File: src/hw/opsc_pkg.sv
package opsc_pkg;
   // ****************************************
   // panel register map
   // ****************************************
   localparam logic [2:0] OFF_MSG  = 3'h0;
   localparam logic [2:0] OFF_DATA = 3'h2;
   localparam logic [2:0] OFF_STAT = 3'h6;
   localparam logic [2:0] OFF_CTRL = 3'h7;

   // status word fields
   localparam int ST_BTN   = 0;
   localparam int ST_READY = 5;
   localparam int ST_ENTER = 9;
   localparam int ST_UP    = 10;
   localparam int ST_DOWN  = 11;

   // control word fields
   localparam int CT_LAMP  = 0;
   localparam int CT_BLINK = 3;
   localparam int CT_ACK   = 6;
   localparam int CT_MUTE  = 9;

   localparam logic [15:0] CTRL_RESET  = 16'h0000;
   localparam logic [15:0] VALUE_MAX   = 16'hffff;
   localparam logic [1:0]  PARITY_NONE = 2'h0;

   // ****************************************
   // timing
   // ****************************************
   localparam int CLK_HZ         = 100_000_000;
   localparam int BLINK_HALF_MS  = 250;
   localparam int BLINK_HALF_CYC = BLINK_HALF_MS * (CLK_HZ / 1000);

   // ****************************************
   // controller register map (byte addresses)
   // ****************************************
   localparam logic [7:0] H_TARGET = 8'h00;
   localparam logic [7:0] H_WDATA  = 8'h04;
   localparam logic [7:0] H_CMD    = 8'h08;
   localparam logic [7:0] H_AUTO   = 8'h0c;
   localparam logic [7:0] H_CTRL   = 8'h10;
   localparam logic [7:0] H_STAT   = 8'h14;
   localparam logic [7:0] H_RDATA  = 8'h18;
   localparam logic [7:0] H_LIVE   = 8'h1c;
   localparam logic [7:0] H_FINAL  = 8'h20;
   localparam int CMD_WE = 8;

   localparam logic [1:0] RESP_OKAY   = 2'h0;
   localparam logic [1:0] RESP_DECERR = 2'h3;
endpackage

File: src/hw/opsc_link_if.sv
`timescale 1ns/10ps
interface opsc_link_if;
   logic        req;
   logic        we;
   logic [4:0]  mod_addr;
   logic [2:0]  off;
   logic [15:0] wdata;
   logic        ack;
   logic [15:0] rdata;

   modport dev (
      input  req,
      input  we,
      input  mod_addr,
      input  off,
      input  wdata,
      output ack,
      output rdata
   );
   modport host (
      output req,
      output we,
      output mod_addr,
      output off,
      output wdata,
      input  ack,
      input  rdata
   );
endinterface

File: src/hw/opsc_panel_host.sv
`timescale 1ns/10ps
module opsc_panel_host
   import opsc_pkg::*;
(
   input  wire logic        aclk,
   input  wire logic        aresetn,
   opsc_link_if.host        link,
   input  wire logic [7:0]  s_axi_awaddr,
   input  wire logic        s_axi_awvalid,
   output logic             s_axi_awready,
   input  wire logic [31:0] s_axi_wdata,
   input  wire logic [3:0]  s_axi_wstrb,
   input  wire logic        s_axi_wvalid,
   output logic             s_axi_wready,
   output logic      [1:0]  s_axi_bresp,
   output logic             s_axi_bvalid,
   input  wire logic        s_axi_bready,
   input  wire logic [7:0]  s_axi_araddr,
   input  wire logic        s_axi_arvalid,
   output logic             s_axi_arready,
   output logic      [31:0] s_axi_rdata,
   output logic      [1:0]  s_axi_rresp,
   output logic             s_axi_rvalid,
   input  wire logic        s_axi_rready
);
   typedef enum logic [1:0] {
      S_IDLE = 2'b01,
      S_REQ  = 2'b10
   } opsc_state_t;

   opsc_state_t state;
   logic [7:0]  aw_addr;
   logic [31:0] w_data;
   logic        aw_full;
   logic        w_full;
   logic        do_wr;
   logic        wr_hit;
   logic [4:0]  target;
   logic [15:0] man_wdata;
   logic [15:0] ctrl_shadow;
   logic        auto_en;
   logic        cmd_pend;
   logic        cmd_we;
   logic [2:0]  cmd_off;
   logic        done;
   logic        seen_ready;
   logic        final_new;
   logic [15:0] last_rdata;
   logic [15:0] live_value;
   logic [15:0] final_value;
   logic [1:0]  step;
   logic        op_auto;
   logic        busy;

   // ****************************************
   // axi4-lite write side
   // ****************************************
   assign s_axi_awready = !aw_full;
   assign s_axi_wready  = !w_full;
   assign do_wr = aw_full && w_full && !s_axi_bvalid;
   assign busy  = (state == S_REQ) || cmd_pend;
   assign wr_hit = (aw_addr == H_TARGET) || (aw_addr == H_WDATA)
                   || (aw_addr == H_CMD) || (aw_addr == H_AUTO)
                   || (aw_addr == H_CTRL);

   always_ff @(posedge aclk) begin
      if (!aresetn) begin
         aw_full <= 1'b0;
         w_full  <= 1'b0;
         aw_addr <= 8'h00;
         w_data  <= 32'h00000000;
      end else begin
         if (s_axi_awvalid && !aw_full) begin
            aw_full <= 1'b1;
            aw_addr <= s_axi_awaddr;
         end else if (do_wr) begin
            aw_full <= 1'b0;
         end
         if (s_axi_wvalid && !w_full) begin
            w_full <= 1'b1;
            w_data <= s_axi_wdata;
         end else if (do_wr) begin
            w_full <= 1'b0;
         end
      end
   end

   always_ff @(posedge aclk) begin
      if (!aresetn) begin
         s_axi_bvalid <= 1'b0;
         s_axi_bresp  <= RESP_OKAY;
      end else if (do_wr) begin
         s_axi_bvalid <= 1'b1;
         s_axi_bresp  <= wr_hit ? RESP_OKAY : RESP_DECERR;
      end else if (s_axi_bready) begin
         s_axi_bvalid <= 1'b0;
      end
   end

   // byte strobes ignored: every register is written whole
   always_ff @(posedge aclk) begin
      if (!aresetn) begin
         target      <= 5'h00;
         man_wdata   <= 16'h0000;
         auto_en     <= 1'b0;
         ctrl_shadow <= CTRL_RESET;
      end else if (do_wr) begin
         case (aw_addr)
            H_TARGET: target      <= w_data[4:0];
            H_WDATA:  man_wdata   <= w_data[15:0];
            H_AUTO:   auto_en     <= w_data[0];
            H_CTRL:   ctrl_shadow <= w_data[15:0];
            default:  ;
         endcase
      end
   end

   // a command while busy is dropped, not queued
   always_ff @(posedge aclk) begin
      if (!aresetn) begin
         cmd_pend <= 1'b0;
         cmd_we   <= 1'b0;
         cmd_off  <= 3'h0;
      end else if (do_wr && aw_addr == H_CMD && !busy) begin
         cmd_pend <= 1'b1;
         cmd_we   <= w_data[CMD_WE];
         cmd_off  <= w_data[2:0];
      end else if (state == S_IDLE) begin
         cmd_pend <= 1'b0;
      end
   end

   // ****************************************
   // axi4-lite read side
   // ****************************************
   assign s_axi_arready = !s_axi_rvalid;

   always_ff @(posedge aclk) begin
      if (!aresetn) begin
         s_axi_rvalid <= 1'b0;
         s_axi_rdata  <= 32'h00000000;
         s_axi_rresp  <= RESP_OKAY;
      end else if (s_axi_arvalid && !s_axi_rvalid) begin
         s_axi_rvalid <= 1'b1;
         s_axi_rresp  <= RESP_OKAY;
         case (s_axi_araddr)
            H_TARGET: s_axi_rdata <= {27'h0, target};
            H_WDATA:  s_axi_rdata <= {16'h0, man_wdata};
            H_CMD:    s_axi_rdata <= 32'h00000000;
            H_AUTO:   s_axi_rdata <= {31'h0, auto_en};
            H_CTRL:   s_axi_rdata <= {16'h0, ctrl_shadow};
            H_STAT:   s_axi_rdata <= {28'h0, final_new, seen_ready,
                                      done, busy};
            H_RDATA:  s_axi_rdata <= {16'h0, last_rdata};
            H_LIVE:   s_axi_rdata <= {16'h0, live_value};
            H_FINAL:  s_axi_rdata <= {16'h0, final_value};
            default: begin
               s_axi_rdata <= 32'h00000000;
               s_axi_rresp <= RESP_DECERR;
            end
         endcase
      end else if (s_axi_rready) begin
         s_axi_rvalid <= 1'b0;
      end
   end

   // ****************************************
   // link master
   // ****************************************
   assign link.mod_addr = target;

   always_ff @(posedge aclk) begin
      if (!aresetn) begin
         state      <= S_IDLE;
         link.req   <= 1'b0;
         link.we    <= 1'b0;
         link.off   <= 3'h0;
         link.wdata <= 16'h0000;
         op_auto    <= 1'b0;
      end else begin
         case (state)
            S_IDLE: begin
               if (cmd_pend) begin
                  state      <= S_REQ;
                  link.req   <= 1'b1;
                  link.we    <= cmd_we;
                  link.off   <= cmd_off;
                  link.wdata <= man_wdata;
                  op_auto    <= 1'b0;
               end else if (auto_en) begin
                  state    <= S_REQ;
                  link.req <= 1'b1;
                  op_auto  <= 1'b1;
                  link.we  <= step[1];
                  link.off <= step[1] ? OFF_CTRL
                            : (step[0] ? OFF_DATA : OFF_STAT);
                  // ack set on step 2, released on step 3
                  link.wdata <= step[0] ? ctrl_shadow
                              : (ctrl_shadow | (16'h0001 << CT_ACK));
               end
            end
            S_REQ: begin
               if (link.ack) begin
                  state    <= S_IDLE;
                  link.req <= 1'b0;
               end
            end
            default: begin
               state    <= S_IDLE;
               link.req <= 1'b0;
            end
         endcase
      end
   end

   // auto loop: poll status, fetch value, ack when the flag is up
   always_ff @(posedge aclk) begin
      if (!aresetn) begin
         step        <= 2'h0;
         seen_ready  <= 1'b0;
         last_rdata  <= 16'h0000;
         live_value  <= 16'h0000;
         final_value <= 16'h0000;
      end else if (state == S_REQ && link.ack) begin
         if (!link.we) begin
            last_rdata <= link.rdata;
         end
         if (op_auto) begin
            case (step)
               2'h0: begin
                  seen_ready <= link.rdata[ST_READY];
                  step       <= 2'h1;
               end
               2'h1: begin
                  if (seen_ready) begin
                     final_value <= link.rdata;
                     step        <= 2'h2;
                  end else begin
                     live_value <= link.rdata;
                     step       <= 2'h0;
                  end
               end
               2'h2:    step <= 2'h3;
               default: step <= 2'h0;
            endcase
         end
      end
   end

   // sticky flags; a new event wins over the clearing access
   always_ff @(posedge aclk) begin
      if (!aresetn) begin
         done      <= 1'b0;
         final_new <= 1'b0;
      end else begin
         if (state == S_REQ && link.ack && !op_auto) begin
            done <= 1'b1;
         end else if (do_wr && aw_addr == H_CMD && !busy) begin
            done <= 1'b0;
         end
         if (state == S_REQ && link.ack && op_auto
             && step == 2'h1 && seen_ready) begin
            final_new <= 1'b1;
         end else if (s_axi_arvalid && !s_axi_rvalid
                      && s_axi_araddr == H_FINAL) begin
            final_new <= 1'b0;
         end
      end
   end
endmodule

File: src/flat_wrapper.sv
// flat-port wrapper written by rule: the top's interface ports become plain ports
module opsc_panel_host_flat import opsc_pkg::*;
  (aclk, aresetn, s_axi_awaddr, s_axi_awvalid, s_axi_awready, s_axi_wdata, s_axi_wstrb, s_axi_wvalid, s_axi_wready, s_axi_bresp, s_axi_bvalid, s_axi_bready, s_axi_araddr, s_axi_arvalid, s_axi_arready, s_axi_rdata, s_axi_rresp, s_axi_rvalid, s_axi_rready, link_req, link_we, link_mod_addr, link_off, link_wdata, link_ack, link_rdata);
  opsc_link_if link_i ();
  input  wire logic aclk;
  input  wire logic aresetn;
  input  wire logic [7:0] s_axi_awaddr;
  input  wire logic s_axi_awvalid;
  output logic s_axi_awready;
  input  wire logic [31:0] s_axi_wdata;
  input  wire logic [3:0] s_axi_wstrb;
  input  wire logic s_axi_wvalid;
  output logic s_axi_wready;
  output logic      [1:0] s_axi_bresp;
  output logic s_axi_bvalid;
  input  wire logic s_axi_bready;
  input  wire logic [7:0] s_axi_araddr;
  input  wire logic s_axi_arvalid;
  output logic s_axi_arready;
  output logic      [31:0] s_axi_rdata;
  output logic      [1:0] s_axi_rresp;
  output logic s_axi_rvalid;
  input  wire logic s_axi_rready;
  output wire logic [$bits(link_i.req)-1:0] link_req;
  output wire logic [$bits(link_i.we)-1:0] link_we;
  output wire logic [$bits(link_i.mod_addr)-1:0] link_mod_addr;
  output wire logic [$bits(link_i.off)-1:0] link_off;
  output wire logic [$bits(link_i.wdata)-1:0] link_wdata;
  input wire logic [$bits(link_i.ack)-1:0] link_ack;
  input wire logic [$bits(link_i.rdata)-1:0] link_rdata;
  assign link_req = link_i.req;
  assign link_we = link_i.we;
  assign link_mod_addr = link_i.mod_addr;
  assign link_off = link_i.off;
  assign link_wdata = link_i.wdata;
  assign link_i.ack = link_ack;
  assign link_i.rdata = link_rdata;
  opsc_panel_host u_core (.aclk(aclk), .aresetn(aresetn), .link(link_i), .s_axi_awaddr(s_axi_awaddr), .s_axi_awvalid(s_axi_awvalid), .s_axi_awready(s_axi_awready), .s_axi_wdata(s_axi_wdata), .s_axi_wstrb(s_axi_wstrb), .s_axi_wvalid(s_axi_wvalid), .s_axi_wready(s_axi_wready), .s_axi_bresp(s_axi_bresp), .s_axi_bvalid(s_axi_bvalid), .s_axi_bready(s_axi_bready), .s_axi_araddr(s_axi_araddr), .s_axi_arvalid(s_axi_arvalid), .s_axi_arready(s_axi_arready), .s_axi_rdata(s_axi_rdata), .s_axi_rresp(s_axi_rresp), .s_axi_rvalid(s_axi_rvalid), .s_axi_rready(s_axi_rready));
endmodule
File: config.mk
export PLATFORM = sky130hd
export DESIGN_NAME = opsc_panel_host_flat
export DESIGN_NICKNAME = d
export VERILOG_FILES = /design/src/hw/opsc_pkg.sv /design/src/hw/opsc_link_if.sv /design/src/hw/opsc_panel_host.sv /design/src/flat_wrapper.sv
export SDC_FILE = /design/constraint.sdc
export NUM_CORES = 1
export LEC_CHECK = 0
export ABC_AREA = 1
export ABC_CLOCK_PERIOD_IN_PS = 2100
export BUFFER_PORTS_ARGS = -buffer_cell sky130_fd_sc_hd__buf_4
export CORE_ASPECT_RATIO = 0.8
export CORE_UTILIZATION = 55
export CTS_BUF_LIST = sky130_fd_sc_hd__clkbuf_4 sky130_fd_sc_hd__clkbuf_8 sky130_fd_sc_hd__clkbuf_16
export DETAILED_ROUTE_END_ITERATION = 10
export GPL_TIMING_DRIVEN = 0
export HOLD_SLACK_MARGIN = 0.02
export PLACE_DENSITY = 0.86
export SETUP_SLACK_MARGIN = 0.2
export SLEW_MARGIN = 5
export SYNTH_ARGS = -nofsm -noshare
export SYNTH_HDL_FRONTEND = slang
export SYNTH_SLANG_ARGS = --single-unit
File: constraint.sdc
create_clock -name aclk -period 2.1 [get_ports aclk]
set_clock_uncertainty 0.2 [all_clocks]
set_input_delay 0.63 -clock aclk [delete_from_list [all_inputs] [get_ports aclk]]
set_output_delay 0.63 -clock aclk [all_outputs]
set_load 0.01 [all_outputs]
==> results of run 1 <==
-- power by group --
| group | switching, uW | internal [uW] |
|---|---|---|
| combinational | 314 | 200 |
| sequential | 50.3 | 3190 |
| clock | 1260 | 1850 |
| total | 1630 | 5240 |
-- metal layers --
| metal | global-route usage (%) | up-vias |
|---|---|---|
| li1 | - | 3430 |
| met1 | 46.8 | 3379 |
| met2 | 50.7 | 480 |
| met3 | 7.94 | 63 |
| met4 | 16.1 | 0 |
| met5 | 0 | - |
-- tightest hold or removal path, stage by stage --
cell and delay (ns):
buf_4 0.08, nor2_1 0.03, nor2_1 0.08
-- kinds of logic (layout without fill, tap and decap cells) --
kind of cell,count (synthesis),after routing
buffers and inverters,138,281
flip-flops,165,165
other,1,16
AO/OA/AOI/OAI,246,246
AND/OR/NAND/NOR,404,404
-- sequential cells by signal, summed over array words and instances, names as in the netlist, 2 cells and up --
name,flops
u_core.w_data,16
u_core.live_value,16
u_core.man_wdata,16
u_core.aw_addr,8
u_core.link.mod_addr,5
u_core.link.wdata,16
u_core.final_value,16
u_core.step,2
u_core.cmd_off,3
u_core.s_axi_rdata,16
u_core.last_rdata,16
u_core.link.off,3
u_core.ctrl_shadow,16
-- placed cells by master, fill, tap and decap left out, types with 2 or more instances in the layout --
master,instances
clkinvlp_4,4
dfxtp_1,164
buf_2,11
clkbuf_16,17
a21oi_1,64
clkbuf_8,4
o22ai_1,3
clkbuf_1,27
nor3_1,12
nand4_1,4
o21ai_2,2
conb_1,16
nor2_4,5
buf_6,3
a211oi_1,5
buf_4,137
buf_1,2
nand3_1,87
a31oi_1,15
nand2_1,105
o21ai_0,127
inv_2,9
clkbuf_2,4
nor2_1,175
o21ai_1,29
bufinv_16,2
nor2_2,6
nand2_2,5
clkinv_2,4
clkbuf_4,3
inv_1,52
-- what timing repair did --
item,in CTS,in global routing
buffers inserted,0,9
pin swaps,0,4
hold buffers,0,0
resized for setup,7,26
endpoints found under the setup margin,6,65
cloned,0,0
-- worst max path at each step --
stage	cells after the start	endpoint
floorplan	8	u_core.final_value[7]
global placement	9	u_core.s_axi_rdata[11]
detailed placement	9	u_core.s_axi_rdata[11]
CTS	9	u_core.s_axi_rdata[11]
global route	9	u_core.s_axi_rdata[12]
finish	6	u_core.s_axi_rdata[5]
-- cell type report --
| class | instances | area (um^2) |
|---|---|---|
| fillers | 993 | 3560 |
| flip-flops and latches | 165 | 3300 |
| multi-input cells | 666 | 3120 |
| repair buffers | 114 | 856 |
| clock buffers | 21 | 480 |
| plain buffers | 73 | 413 |
| inverters | 65 | 250 |
| well taps | 171 | 214 |
| clock inverters | 8 | 101 |
-- through the flow --
| stage | hold slack, ns | worst slack, ns | TNS [ns] | total power (uW) | util [%] |
|---|---|---|---|---|---|
| floorplan | 0.230 | 0.327 | 0 | 3560 | - |
| finish | 0.222 | 0.208 | 0 | 6870 | 71.0 |
| global route | 0.226 | 0.133 | 0 | 7020 | 71.0 |
| global placement | 0.244 | -0.402 | -2.75 | 3770 | 65.5 |
| detailed placement | 0.248 | -0.413 | -2.99 | 3780 | 65.5 |
| CTS | 0.222 | 0.179 | 0 | 6810 | 70.2 |
==> summary.md, run 1 <==
| Metric | Value |
|---|---|
| Status | `finished, final reports clean` |
| Dominant cell type by area after synthesis | `dfxtp_1` |
| # DRC | `0` |
| CP max-delay cell | `buf_1` |
| Vias per cell | `5.73` |
| Post-synth EDFFs | `0` |
| Worst reg2reg setup slack | `0.21 ns` |
| Relative slew margins | `49.1%` |
| Core Rows | `36` |
| Final setup fails | `0` |
| First-pass GRT wire length | `33.9 mm` |
| VDD IR max | `683 uV` |
| Most common cell in the netlist | `nor2_1` |
| Worst path bufs/invs | `3` |
| Complex-gate fraction of the synthesized area | `18.2%` |
| CTS tree | `yes` |
| Placed cell areas | `8050 um^2` |
| Maxcap violations | `0` |
| Final global-route overflow total | `0` |
| R2R cell count | `6` |
| Max frequency | `0.528 GHz` |
| Crit-path max cell delay | `0.46 ns` |
| Area contributors post-synth | `dfxtp_1 (47%), o21ai_0 (9.8%), nor2_1 (9.4%)` |
| Die W | `128 um` |
| Initial antenna violation count | `0` |
| Hold path endpoint | `u_core.w_data[11]` |
| Drt total wl | `22.0 mm` |
| Largest net degree at the start of global routing | `17` |
| WS Path Type | `register to register` |
| Initial Util | `56.9%` |
| Critical path's top delay family | `buffers and inverters` |
| Dpl hpwl | `15.4 mm` |
| Buffers on Ports | `105` |
| Placer congestion estimate | `0.962` |
| Cells after DPL | `1245` |
| CP cell instances | `inv_2 > nand2_1 > inv_1 > buf_1 > o21ai_0 > a21oi_1` |
| R2R Path End | `u_core.s_axi_rdata[5]` |
| Synth async-reset ratio | `0%` |
| Proportion of synthesized area in mux cells | `0%` |
| Pwr dens | `786 nW/um^2` |
| Antenna Nets Post-Route | `0` |
| Ant diodes | `0` |
| Leakage power | `0.00375 uW` |
| Simple-gate portion of the synthesized area | `25.4%` |
| CTS root buffer | `clkbuf_16` |
| Vias in the first global route | `6565` |
| Hold Violations, Final | `0` |
| Ys Warns | `0` |
| Post-Syn Area | `6990 um^2` |
| Die area | `13200 um^2` |
| Core ar. | `12300 um^2` |
| Critical path launch point type | `register` |
| Critical path arrival | `2.05 ns` |
| CP max FO | `10` |
| Crit path launch | `u_core.s_axi_rvalid` |
| CTS Sinks | `165` |
| Cell area after layout | `8740 um^2` |
| Final Max Tran Viols | `0` |
| Num CTS Buffers | `17` |
| Commonest cells in the netlist | `nor2_1 (176), dfxtp_1 (165), o21ai_0 (137)` |
| Share of cells above drive strength 1 | `20.0%` |
| GR Util All Layers | `34.0%` |
| Vias post-DR | `7352` |
| Synth Area in XOR/XNOR | `0%` |
| Hold Startpoint | `s_axi_wdata[11]` |
| Final Cycle Share | `90.1%` |
| Highest Signal Layer | `met4` |
| Critical Path RT | `2.25 ns` |
| Synthesized instance count | `954` |
| Clk buf depth | `2` |
| CP Capture Type | `register` |
| Number of H-tree branching levels | `4` |
| Primary FF master, synth | `dfxtp_1` |
| RR Startpoint | `u_core.s_axi_rvalid` |
| HP Class | `input pin to register` |
| WL per Instance | `17.1 um` |
| Syn avg cell area | `7.33 um^2` |
| Final min period | `1.89 ns` |
| I/O Pins | `143` |
| DR pass1 iterations | `6` |
| Nets | `1178` |
| Main combinational cell family by area after synthesis | `simple AND/OR/NAND/NOR gates` |
| DIE HEIGHT | `103 um` |
| Clock transition at path regs | `0.06 ns` |
| Worst slew pin tran | `0.763 ns` |
| DR WL met2 | `9.25 mm` |
| Met3 WL | `2.74 mm` |
| Top-area cell type share of the netlist area | `47.2%` |
| Area Overhead vs Synth | `24.9%` |
| RSZ-0062 raised after global routing | `true` |
| Yosys cell types | `32` |
| Adder-Cell Fraction of Synth Area | `0%` |
| Starting DRT DRC Count | `807` |
| Sequential share of the synthesized area | `47.2%` |
| Metal1 wirelength | `9.21 mm` |
| Count of non-filler cells in the finished layout | `1283` |
| Yosys reg bits | `165` |
| Hold Crit Depth | `3` |
| Clock latency at the later pin of the worst-skew pair | `0.43 ns` |
Note: power is estimated with default switching activity, not from simulation.
==> run 2, diff against run 1 <==
--- a/config.mk
+++ b/config.mk
@@ -11,10 +11,12 @@
 export CORE_ASPECT_RATIO = 0.8
 export CORE_UTILIZATION = 55
 export CTS_BUF_LIST = sky130_fd_sc_hd__clkbuf_4 sky130_fd_sc_hd__clkbuf_8 sky130_fd_sc_hd__clkbuf_16
+export CTS_CLUSTER_DIAMETER = 80
 export DETAILED_ROUTE_END_ITERATION = 10
 export GPL_TIMING_DRIVEN = 0
 export HOLD_SLACK_MARGIN = 0.02
 export PLACE_DENSITY = 0.86
+export RECOVER_POWER = 25
 export SETUP_SLACK_MARGIN = 0.2
 export SLEW_MARGIN = 5
 export SYNTH_ARGS = -nofsm -noshare
==> constraint.sdc (replaced) <==
create_clock -name aclk -period 2.1 [get_ports aclk]
set_clock_uncertainty 0.2 [all_clocks]
set_input_delay 0.105 -clock aclk [delete_from_list [all_inputs] [get_ports aclk]]
set_output_delay 0.105 -clock aclk [all_outputs]
set_load 0.01 [all_outputs]
==> summary.md, run 2 (synthesis results as in run 1) <==
| Metric | Value |
|---|---|
| Status | `finished, final reports clean` |
| Maxcap violations | `0 (unchanged)` |
| Worst slew pin tran | `0.753 ns (-0.0105 ns)` |
| Drt total wl | `22.8 mm (+4.1%)` |
| Critical path launch point type | `register` |
| Nets | `1226 (+4.1%)` |
| CP max FO | `10 (unchanged)` |
| Crit path top cell by count | `o21ai_0` |
| Initial Util | `56.9% (unchanged)` |
| Final global-route overflow total | `0 (unchanged)` |
| Critical path arrival | `1.98 ns (-0.07 ns)` |
| Final Worst Setup Slack | `0.231 ns (+0.0236 ns)` |
| Critical Path RT | `2.21 ns (-0.04 ns)` |
| CP max-delay cell | `dfxtp_1` |
| Final Cycle Share | `89.0% (-1.1 points)` |
| Cell area after layout | `9040 um^2 (+3.5%)` |
| HP Class | `input pin to register` |
| Number of H-tree branching levels | `4 (unchanged)` |
| Leakage power | `0.00376 uW (+0.44%)` |
| Place WS | `0.112 ns (+0.525 ns)` |
| CTS root buffer | `clkbuf_16` |
| Area Overhead vs Synth | `29.3%` |
| WL per Instance | `17.2 um (+0.31%)` |
| Setup TNS | `0 ns (unchanged)` |
| Relative slew margins | `49.8% (+0.70 points)` |
| First-pass GRT wire length | `35.7 mm (+5.5%)` |
| DIE HEIGHT | `103 um (unchanged)` |
| Starting DRT DRC Count | `853 (+5.7%)` |
| Commonest non-fill, non-tap cells in the layout | `nor2_1 (175), dfxtp_1 (165), o21ai_0 (135), nand2_1 (105), nand3_1 (87)` |
| Hold Violations, Final | `0 (unchanged)` |
| VDD IR max | `682 uV (about the same)` |
| Max frequency | `0.535 GHz (+1.3%)` |
| DR pass1 iterations | `7 (+1)` |
| Vias per cell | `5.71 (-0.38%)` |
| Ant diodes | `0 (unchanged)` |
| Placed cell areas | `8050 um^2 (unchanged)` |
| Clock latency at the later pin of the worst-skew pair | `0.43 ns (about the same)` |
| Core ar. | `12300 um^2 (unchanged)` |
| I/O Pins | `143 (unchanged)` |
| Antenna Nets Post-Route | `0 (unchanged)` |
| WS Path Type | `register to register` |
| Final core occ | `73.5% (+2.5 points)` |
| Placer congestion estimate | `0.962 (unchanged)` |
| Die area | `13200 um^2 (unchanged)` |
| CTS Sinks | `165 (unchanged)` |
| CP Capture Type | `register` |
| Clock transition at path regs | `0.06 ns (about the same)` |
| Share of cells above drive strength 1 | `14.5% (-5.5 points)` |
| Dpl hpwl | `15.4 mm (unchanged)` |
| Buffers on Ports | `105 (unchanged)` |
| Most common cell after layout, fill and taps aside | `nor2_1` |
| # DRC | `0 (unchanged)` |
| CTS tree | `yes` |
| Vias post-DR | `7598 (+3.3%)` |
| Final min period | `1.87 ns (-0.0236 ns)` |
| RSZ-0062 raised after global routing | `true` |
| Largest net degree at the start of global routing | `17 (unchanged)` |
| Clk buf depth | `2 (unchanged)` |
| Crit-path max cell delay | `0.41 ns (-0.05 ns)` |
| Core Rows | `36 (unchanged)` |
| Final setup fails | `0 (unchanged)` |
| CP cell instances | `o21ai_0 > clkinv_1 > buf_2 > o21ai_0 > a31oi_1` |
| GR Util All Layers | `35.9% (+1.9 points)` |
| Pwr dens | `766 nW/um^2 (-2.5%)` |
| Vias in the first global route | `6913 (+5.3%)` |
| WHS | `0.0807 ns (-0.141 ns)` |
| Num CTS Buffers | `17 (unchanged)` |
| Initial antenna violation count | `0 (unchanged)` |
| Fill count | `976 (-1.7%)` |
| Final Max Tran Viols | `0 (unchanged)` |
| Die W | `128 um (unchanged)` |
[run 2: cell types whose count changed in the layout (fill, tap and decap cells not counted), sizes merged]
cell and delta:
buf -48, clkbuf +48, dlygate4sd3 +48, clkinv -1
inv +1
[run 2: final timing paths]
path	from	to	slack [ns]	cells after the start
min	aresetn	u_core.s_axi_bvalid	0.08	3
max	u_core.auto_en	u_core.link.wdata[13]	0.23	5
max reg2reg	u_core.auto_en	u_core.link.wdata[13]	0.23	5
min reg2reg	u_core.last_rdata[4]	u_core.last_rdata[4]	0.26	2
[run 2: layout make-up]
class                   instances  area, um^2  share of cell area, %
flip-flops and latches        165        3300                   36.5
multi-input cells             666        3110                   34.4
repair buffers                162        1170                   12.9
clock buffers                  21         480                   5.32
plain buffers                  73         407                   4.50
inverters                      65         251                   2.78
well taps                     171         214                   2.37
clock inverters                 8         101                   1.12
[run 2: timing repair]
| item | 4_1_cts | 5_1_grt |
|---|---|---|
| setup buffers | 0 | 9 |
| hold buffers | 48 | 0 |
| setup endpoints to repair | 1 | 54 |
| hold endpoints to repair | 93 | 0 |
| pin swaps | 0 | 3 |
| resized for setup | 1 | 21 |
[run 2: per-layer routing]
| metal | global-route usage (%) | vias to the layer above | part of all wire [%] |
|---|---|---|---|
| met1 | 48.3 | 3457 | 40 |
| met4 | 16.4 | 0 | 3.5 |
| li1 | - | 3524 | - |
| met2 | 55.8 | 544 | 44 |
| met5 | 0 | - | 0 |
| met3 | 8.10 | 73 | 12 |
[run 2: where the power goes]
group | switching [uW] | leakage [uW] | internal (uW)
clock network | 1260 | 0.000279 | 1850
logic | 331 | 0.00215 | 245
registers | 49.4 | 0.00134 | 3190
[run 2: worst max-delay path: cells and delay by family, from the launching register on]
kind	cells	cell delay, ns
flops	1	0.41
compound gates	3	0.56
buf+inv	2	0.57
[run 2: metrics by stage]
| stage | power, uW | cells |
|---|---|---|
| 2_1_floorplan | 3560 | 969 |
| 3_3_place_gp | 3770 | 1245 |
| 5_1_grt | 7090 | 1331 |
| 4_1_cts | 6880 | 1322 |
| 3_5_place_dp | 3780 | 1245 |
| 6_report | 6920 | 1331 |
==> run 3, diff against run 2 <==
--- a/config.mk
+++ b/config.mk
@@ -5,7 +5,7 @@
 export SDC_FILE = /design/constraint.sdc
 export NUM_CORES = 1
 export LEC_CHECK = 0
-export ABC_AREA = 1
+export ABC_AREA = 0
 export ABC_CLOCK_PERIOD_IN_PS = 2100
 export BUFFER_PORTS_ARGS = -buffer_cell sky130_fd_sc_hd__buf_4
 export CORE_ASPECT_RATIO = 0.8
==> summary.md, run 3 <==
| Metric | Value |
|---|---|
| Synth Area in XOR/XNOR | `0.121% (+0.12 points)` |
| Clock latency at the later pin of the worst-skew pair | `0.43 ns (about the same)` |
| Status | `complete, but fails checks` |
| Synth async-reset ratio | `0% (unchanged)` |
| Most common cell in the netlist | `nand2_1` |
| Most used routing layer | `met2` |
| Crit-path max cell delay | `0.58 ns (+0.17 ns)` |
| Relative slew margins | `30.1% (-20 points)` |
| DIE HEIGHT | `105 um (+1.8%)` |
| Dpl hpwl | `14.9 mm (-3.0%)` |
| Vias in the first global route | `6735 (-2.6%)` |
| Complex-gate fraction of the synthesized area | `17.1% (-1.1 points)` |
| Nets | `1089 (-11%)` |
| Largest net degree at the start of global routing | `17 (unchanged)` |
| CTS Sinks | `165 (unchanged)` |
| Maxcap violations | `0 (unchanged)` |
| I/O Pins | `143 (unchanged)` |
| Post-synth EDFFs | `0 (unchanged)` |
| Final Cycle Share | `106% (+17 points)` |
| Area Overhead vs Synth | `36.3%` |
| Final min period | `2.22 ns (+0.350 ns)` |
| Post-Syn Area | `7260 um^2 (+3.8%)` |
| Final global-route overflow total | `0 (unchanged)` |
| Met2 GRT Util | `57.0% (+1.3 points)` |
| Proportion of synthesized area in mux cells | `10.9% (+11 points)` |
| Num CTS Buffers | `17 (unchanged)` |
| Antenna Nets Post-Route | `0 (unchanged)` |
| Commonest non-fill, non-tap cells in the layout | `dfxtp_1 (164), nand2_1 (154), buf_4 (94), clkbuf_1 (65), mux2i_1 (64)` |
| Clock transition at path regs | `0.07 ns (about the same)` |
| Main combinational cell family by area after synthesis | `simple AND/OR/NAND/NOR gates` |
| Vias post-DR | `7199 (-5.3%)` |
| Sequential share of the synthesized area | `45.5% (-1.7 points)` |
| WL per Instance | `20.5 um (+20%)` |
| CTS tree | `yes` |
| Primary FF master, synth | `dfxtp_1` |
| Yosys cell types | `58 (+81%)` |
| GR Util All Layers | `35.2% (-0.71 points)` |
| Ant diodes | `0 (unchanged)` |
| # DRC | `0 (unchanged)` |
| Fill count | `880 (-9.8%)` |
| CP cell instances | `or4_4 > nor3_4 > and3_4 > buf_8 > buf_12 > mux2i_4 > nor2b_1` |
| Drt total wl | `24.7 mm (+8.0%)` |
| CP Capture Type | `register` |
| Worst slew pin tran | `1.05 ns (+0.294 ns)` |
| VDD IR max | `632 uV (-7.3%)` |
| Placer congestion estimate | `0.934 (-2.8%)` |
| Number of H-tree branching levels | `4 (unchanged)` |
| CP max FO | `5 (-5)` |
| CP max-delay cell | `or4_4` |
| Hold Violations, Final | `0 (unchanged)` |
| Final core occ | `76.8% (+3.3 points)` |
| Setup TNS | `-0.560 ns (-0.560 ns)` |
| DR pass1 iterations | `6 (-1)` |
| Buffers on Ports | `105 (unchanged)` |
| Final setup fails | `18 (+18)` |
| Core Rows | `37 (+2.8%)` |
| Ys Warns | `0 (unchanged)` |
| Simple-gate portion of the synthesized area | `20.7% (-4.7 points)` |
| Share of cells above drive strength 1 | `23.0% (+8.5 points)` |
| Met3 usage | `7.99% (-0.11 points)` |
| RSZ-0062 raised after global routing | `true` |
| WS Path Type | `register to register` |
| Critical Path RT | `2.22 ns (about the same)` |
| Starting DRT DRC Count | `845 (-0.94%)` |
| Leakage power | `0.00377 uW (+0.12%)` |
| Most common cell after layout, fill and taps aside | `dfxtp_1` |
| Final Worst Setup Slack | `-0.118 ns (-0.350 ns)` |
| HP Class | `input pin to register` |
| Yosys reg bits | `165 (unchanged)` |
| Met1 Usage GRT | `45.5% (-2.8 points)` |
| Commonest cells in the netlist | `nand2_1 (177), dfxtp_1 (165), mux2i_1 (69)` |
| Die area | `13700 um^2 (+3.7%)` |
| First-pass GRT wire length | `36.1 mm (+1.2%)` |
| Clk buf depth | `2 (unchanged)` |
| Top-area cell type share of the netlist area | `45.5% (-1.7 points)` |
| Pwr Total | `6930 uW (+0.10%)` |
| Vias per cell | `5.99 (+5.0%)` |
| Die W | `130 um (+1.8%)` |
| Pwr dens | `701 nW/um^2 (-8.5%)` |
| Dominant cell type by area after synthesis | `dfxtp_1` |
| Initial Util | `56.4% (-0.49 points)` |
| Max frequency | `0.451 GHz (-16%)` |
| Violated checks | `negative setup slack` |
| CTS root buffer | `clkbuf_16` |
| Final Max Tran Viols | `0 (unchanged)` |
| Critical path arrival | `2.34 ns (+0.36 ns)` |
| Critical path launch point type | `register` |
| Area contributors post-synth | `dfxtp_1 (46%), mux2i_1 (9.5%), nand2_1 (9.2%)` |
| Syn avg cell area | `8.99 um^2 (+23%)` |
| Core ar. | `12900 um^2 (+4.7%)` |
| Initial antenna violation count | `0 (unchanged)` |
| Adder-Cell Fraction of Synth Area | `0% (unchanged)` |
| Synthesized instance count | `807 (-15%)` |
==> run 3: routing by layer <==
| metal | share of wire (%) | routed length [um] |
|---|---|---|
| met5 | 0 | 0 |
| met4 | 3.2 | 793 |
| met3 | 10 | 2580 |
| met2 | 48 | 11700 |
| met1 | 39 | 9570 |
==> run 3: cell type report <==
type | instances | area [um^2] | area share (%)
multi-input combinational | 579 | 3930 | 39.7
sequential | 165 | 3300 | 33.4
timing repair buffer | 174 | 1370 | 13.9
clock buffer | 20 | 460 | 4.66
buffer | 69 | 455 | 4.61
tap | 175 | 219 | 2.21
clock inverter | 12 | 128 | 1.29
inverter | 7 | 26.3 | 0.266
==> run 3: final timing paths <==
path	from	to	slack (ns)	cells past startpoint
worst max register to register	u_core.aw_addr[0]	u_core.ctrl_shadow[11]	-0.12	7
worst max-delay path	u_core.aw_addr[0]	u_core.ctrl_shadow[11]	-0.12	7
worst min register to register	u_core.s_axi_rdata[6]	u_core.s_axi_rdata[6]	0.25	2
worst min-delay path	s_axi_araddr[0]	u_core.s_axi_rdata[4]	0.04	4
==> run 3: report_power, final <==
group          total [uW]  internal (uW)  switching [uW]
Sequential           3220           3170            52.1
Combinational         573            277             296
Clock                3140           1830            1310
==> run 3: critical path: cells and delay by family, from the launching register on <==
family,cells,cell delay [ns]
buffers and inverters,2,0.26
and+or+nand+nor,4,1.06
DFF,1,0.32
muxes,1,0.26
==> run 3: logic make-up (layout without fill, tap and decap cells) <==
| kind of cell | after synthesis | after routing |
|---|---|---|
| XOR/XNOR | 1 | 1 |
| AO/OA/AOI/OAI | 169 | 169 |
| multiplexers | 78 | 78 |
| flip-flops | 165 | 165 |
| buffers and inverters | 78 | 282 |
| other | 1 | 16 |
| AND/OR/NAND/NOR | 315 | 315 |
==> run 3: stage by stage <==
stage | hold slack (ns) | instance area [um^2] | cells | worst slack (ns)
5_1_grt | 0.0477 | 9890 | 1201 | -0.132
3_3_place_gp | 0.117 | 8330 | 1102 | -0.310
3_5_place_dp | 0.123 | 8330 | 1102 | -0.294
2_1_floorplan | 0.0208 | 7320 | 822 | 0.127
6_report | 0.0427 | 9890 | 1201 | -0.118
4_1_cts | 0.0219 | 9720 | 1194 | -0.0481
==> run 3: what timing repair did <==
action                                 CTS  global route
cloned                                   2             1
setup buffers                           11             7
setup endpoints to repair              114           106
hold buffers                            48             0
pin swaps                               16            16
endpoints found under the hold margin   84             0
resized for setup                       71            70
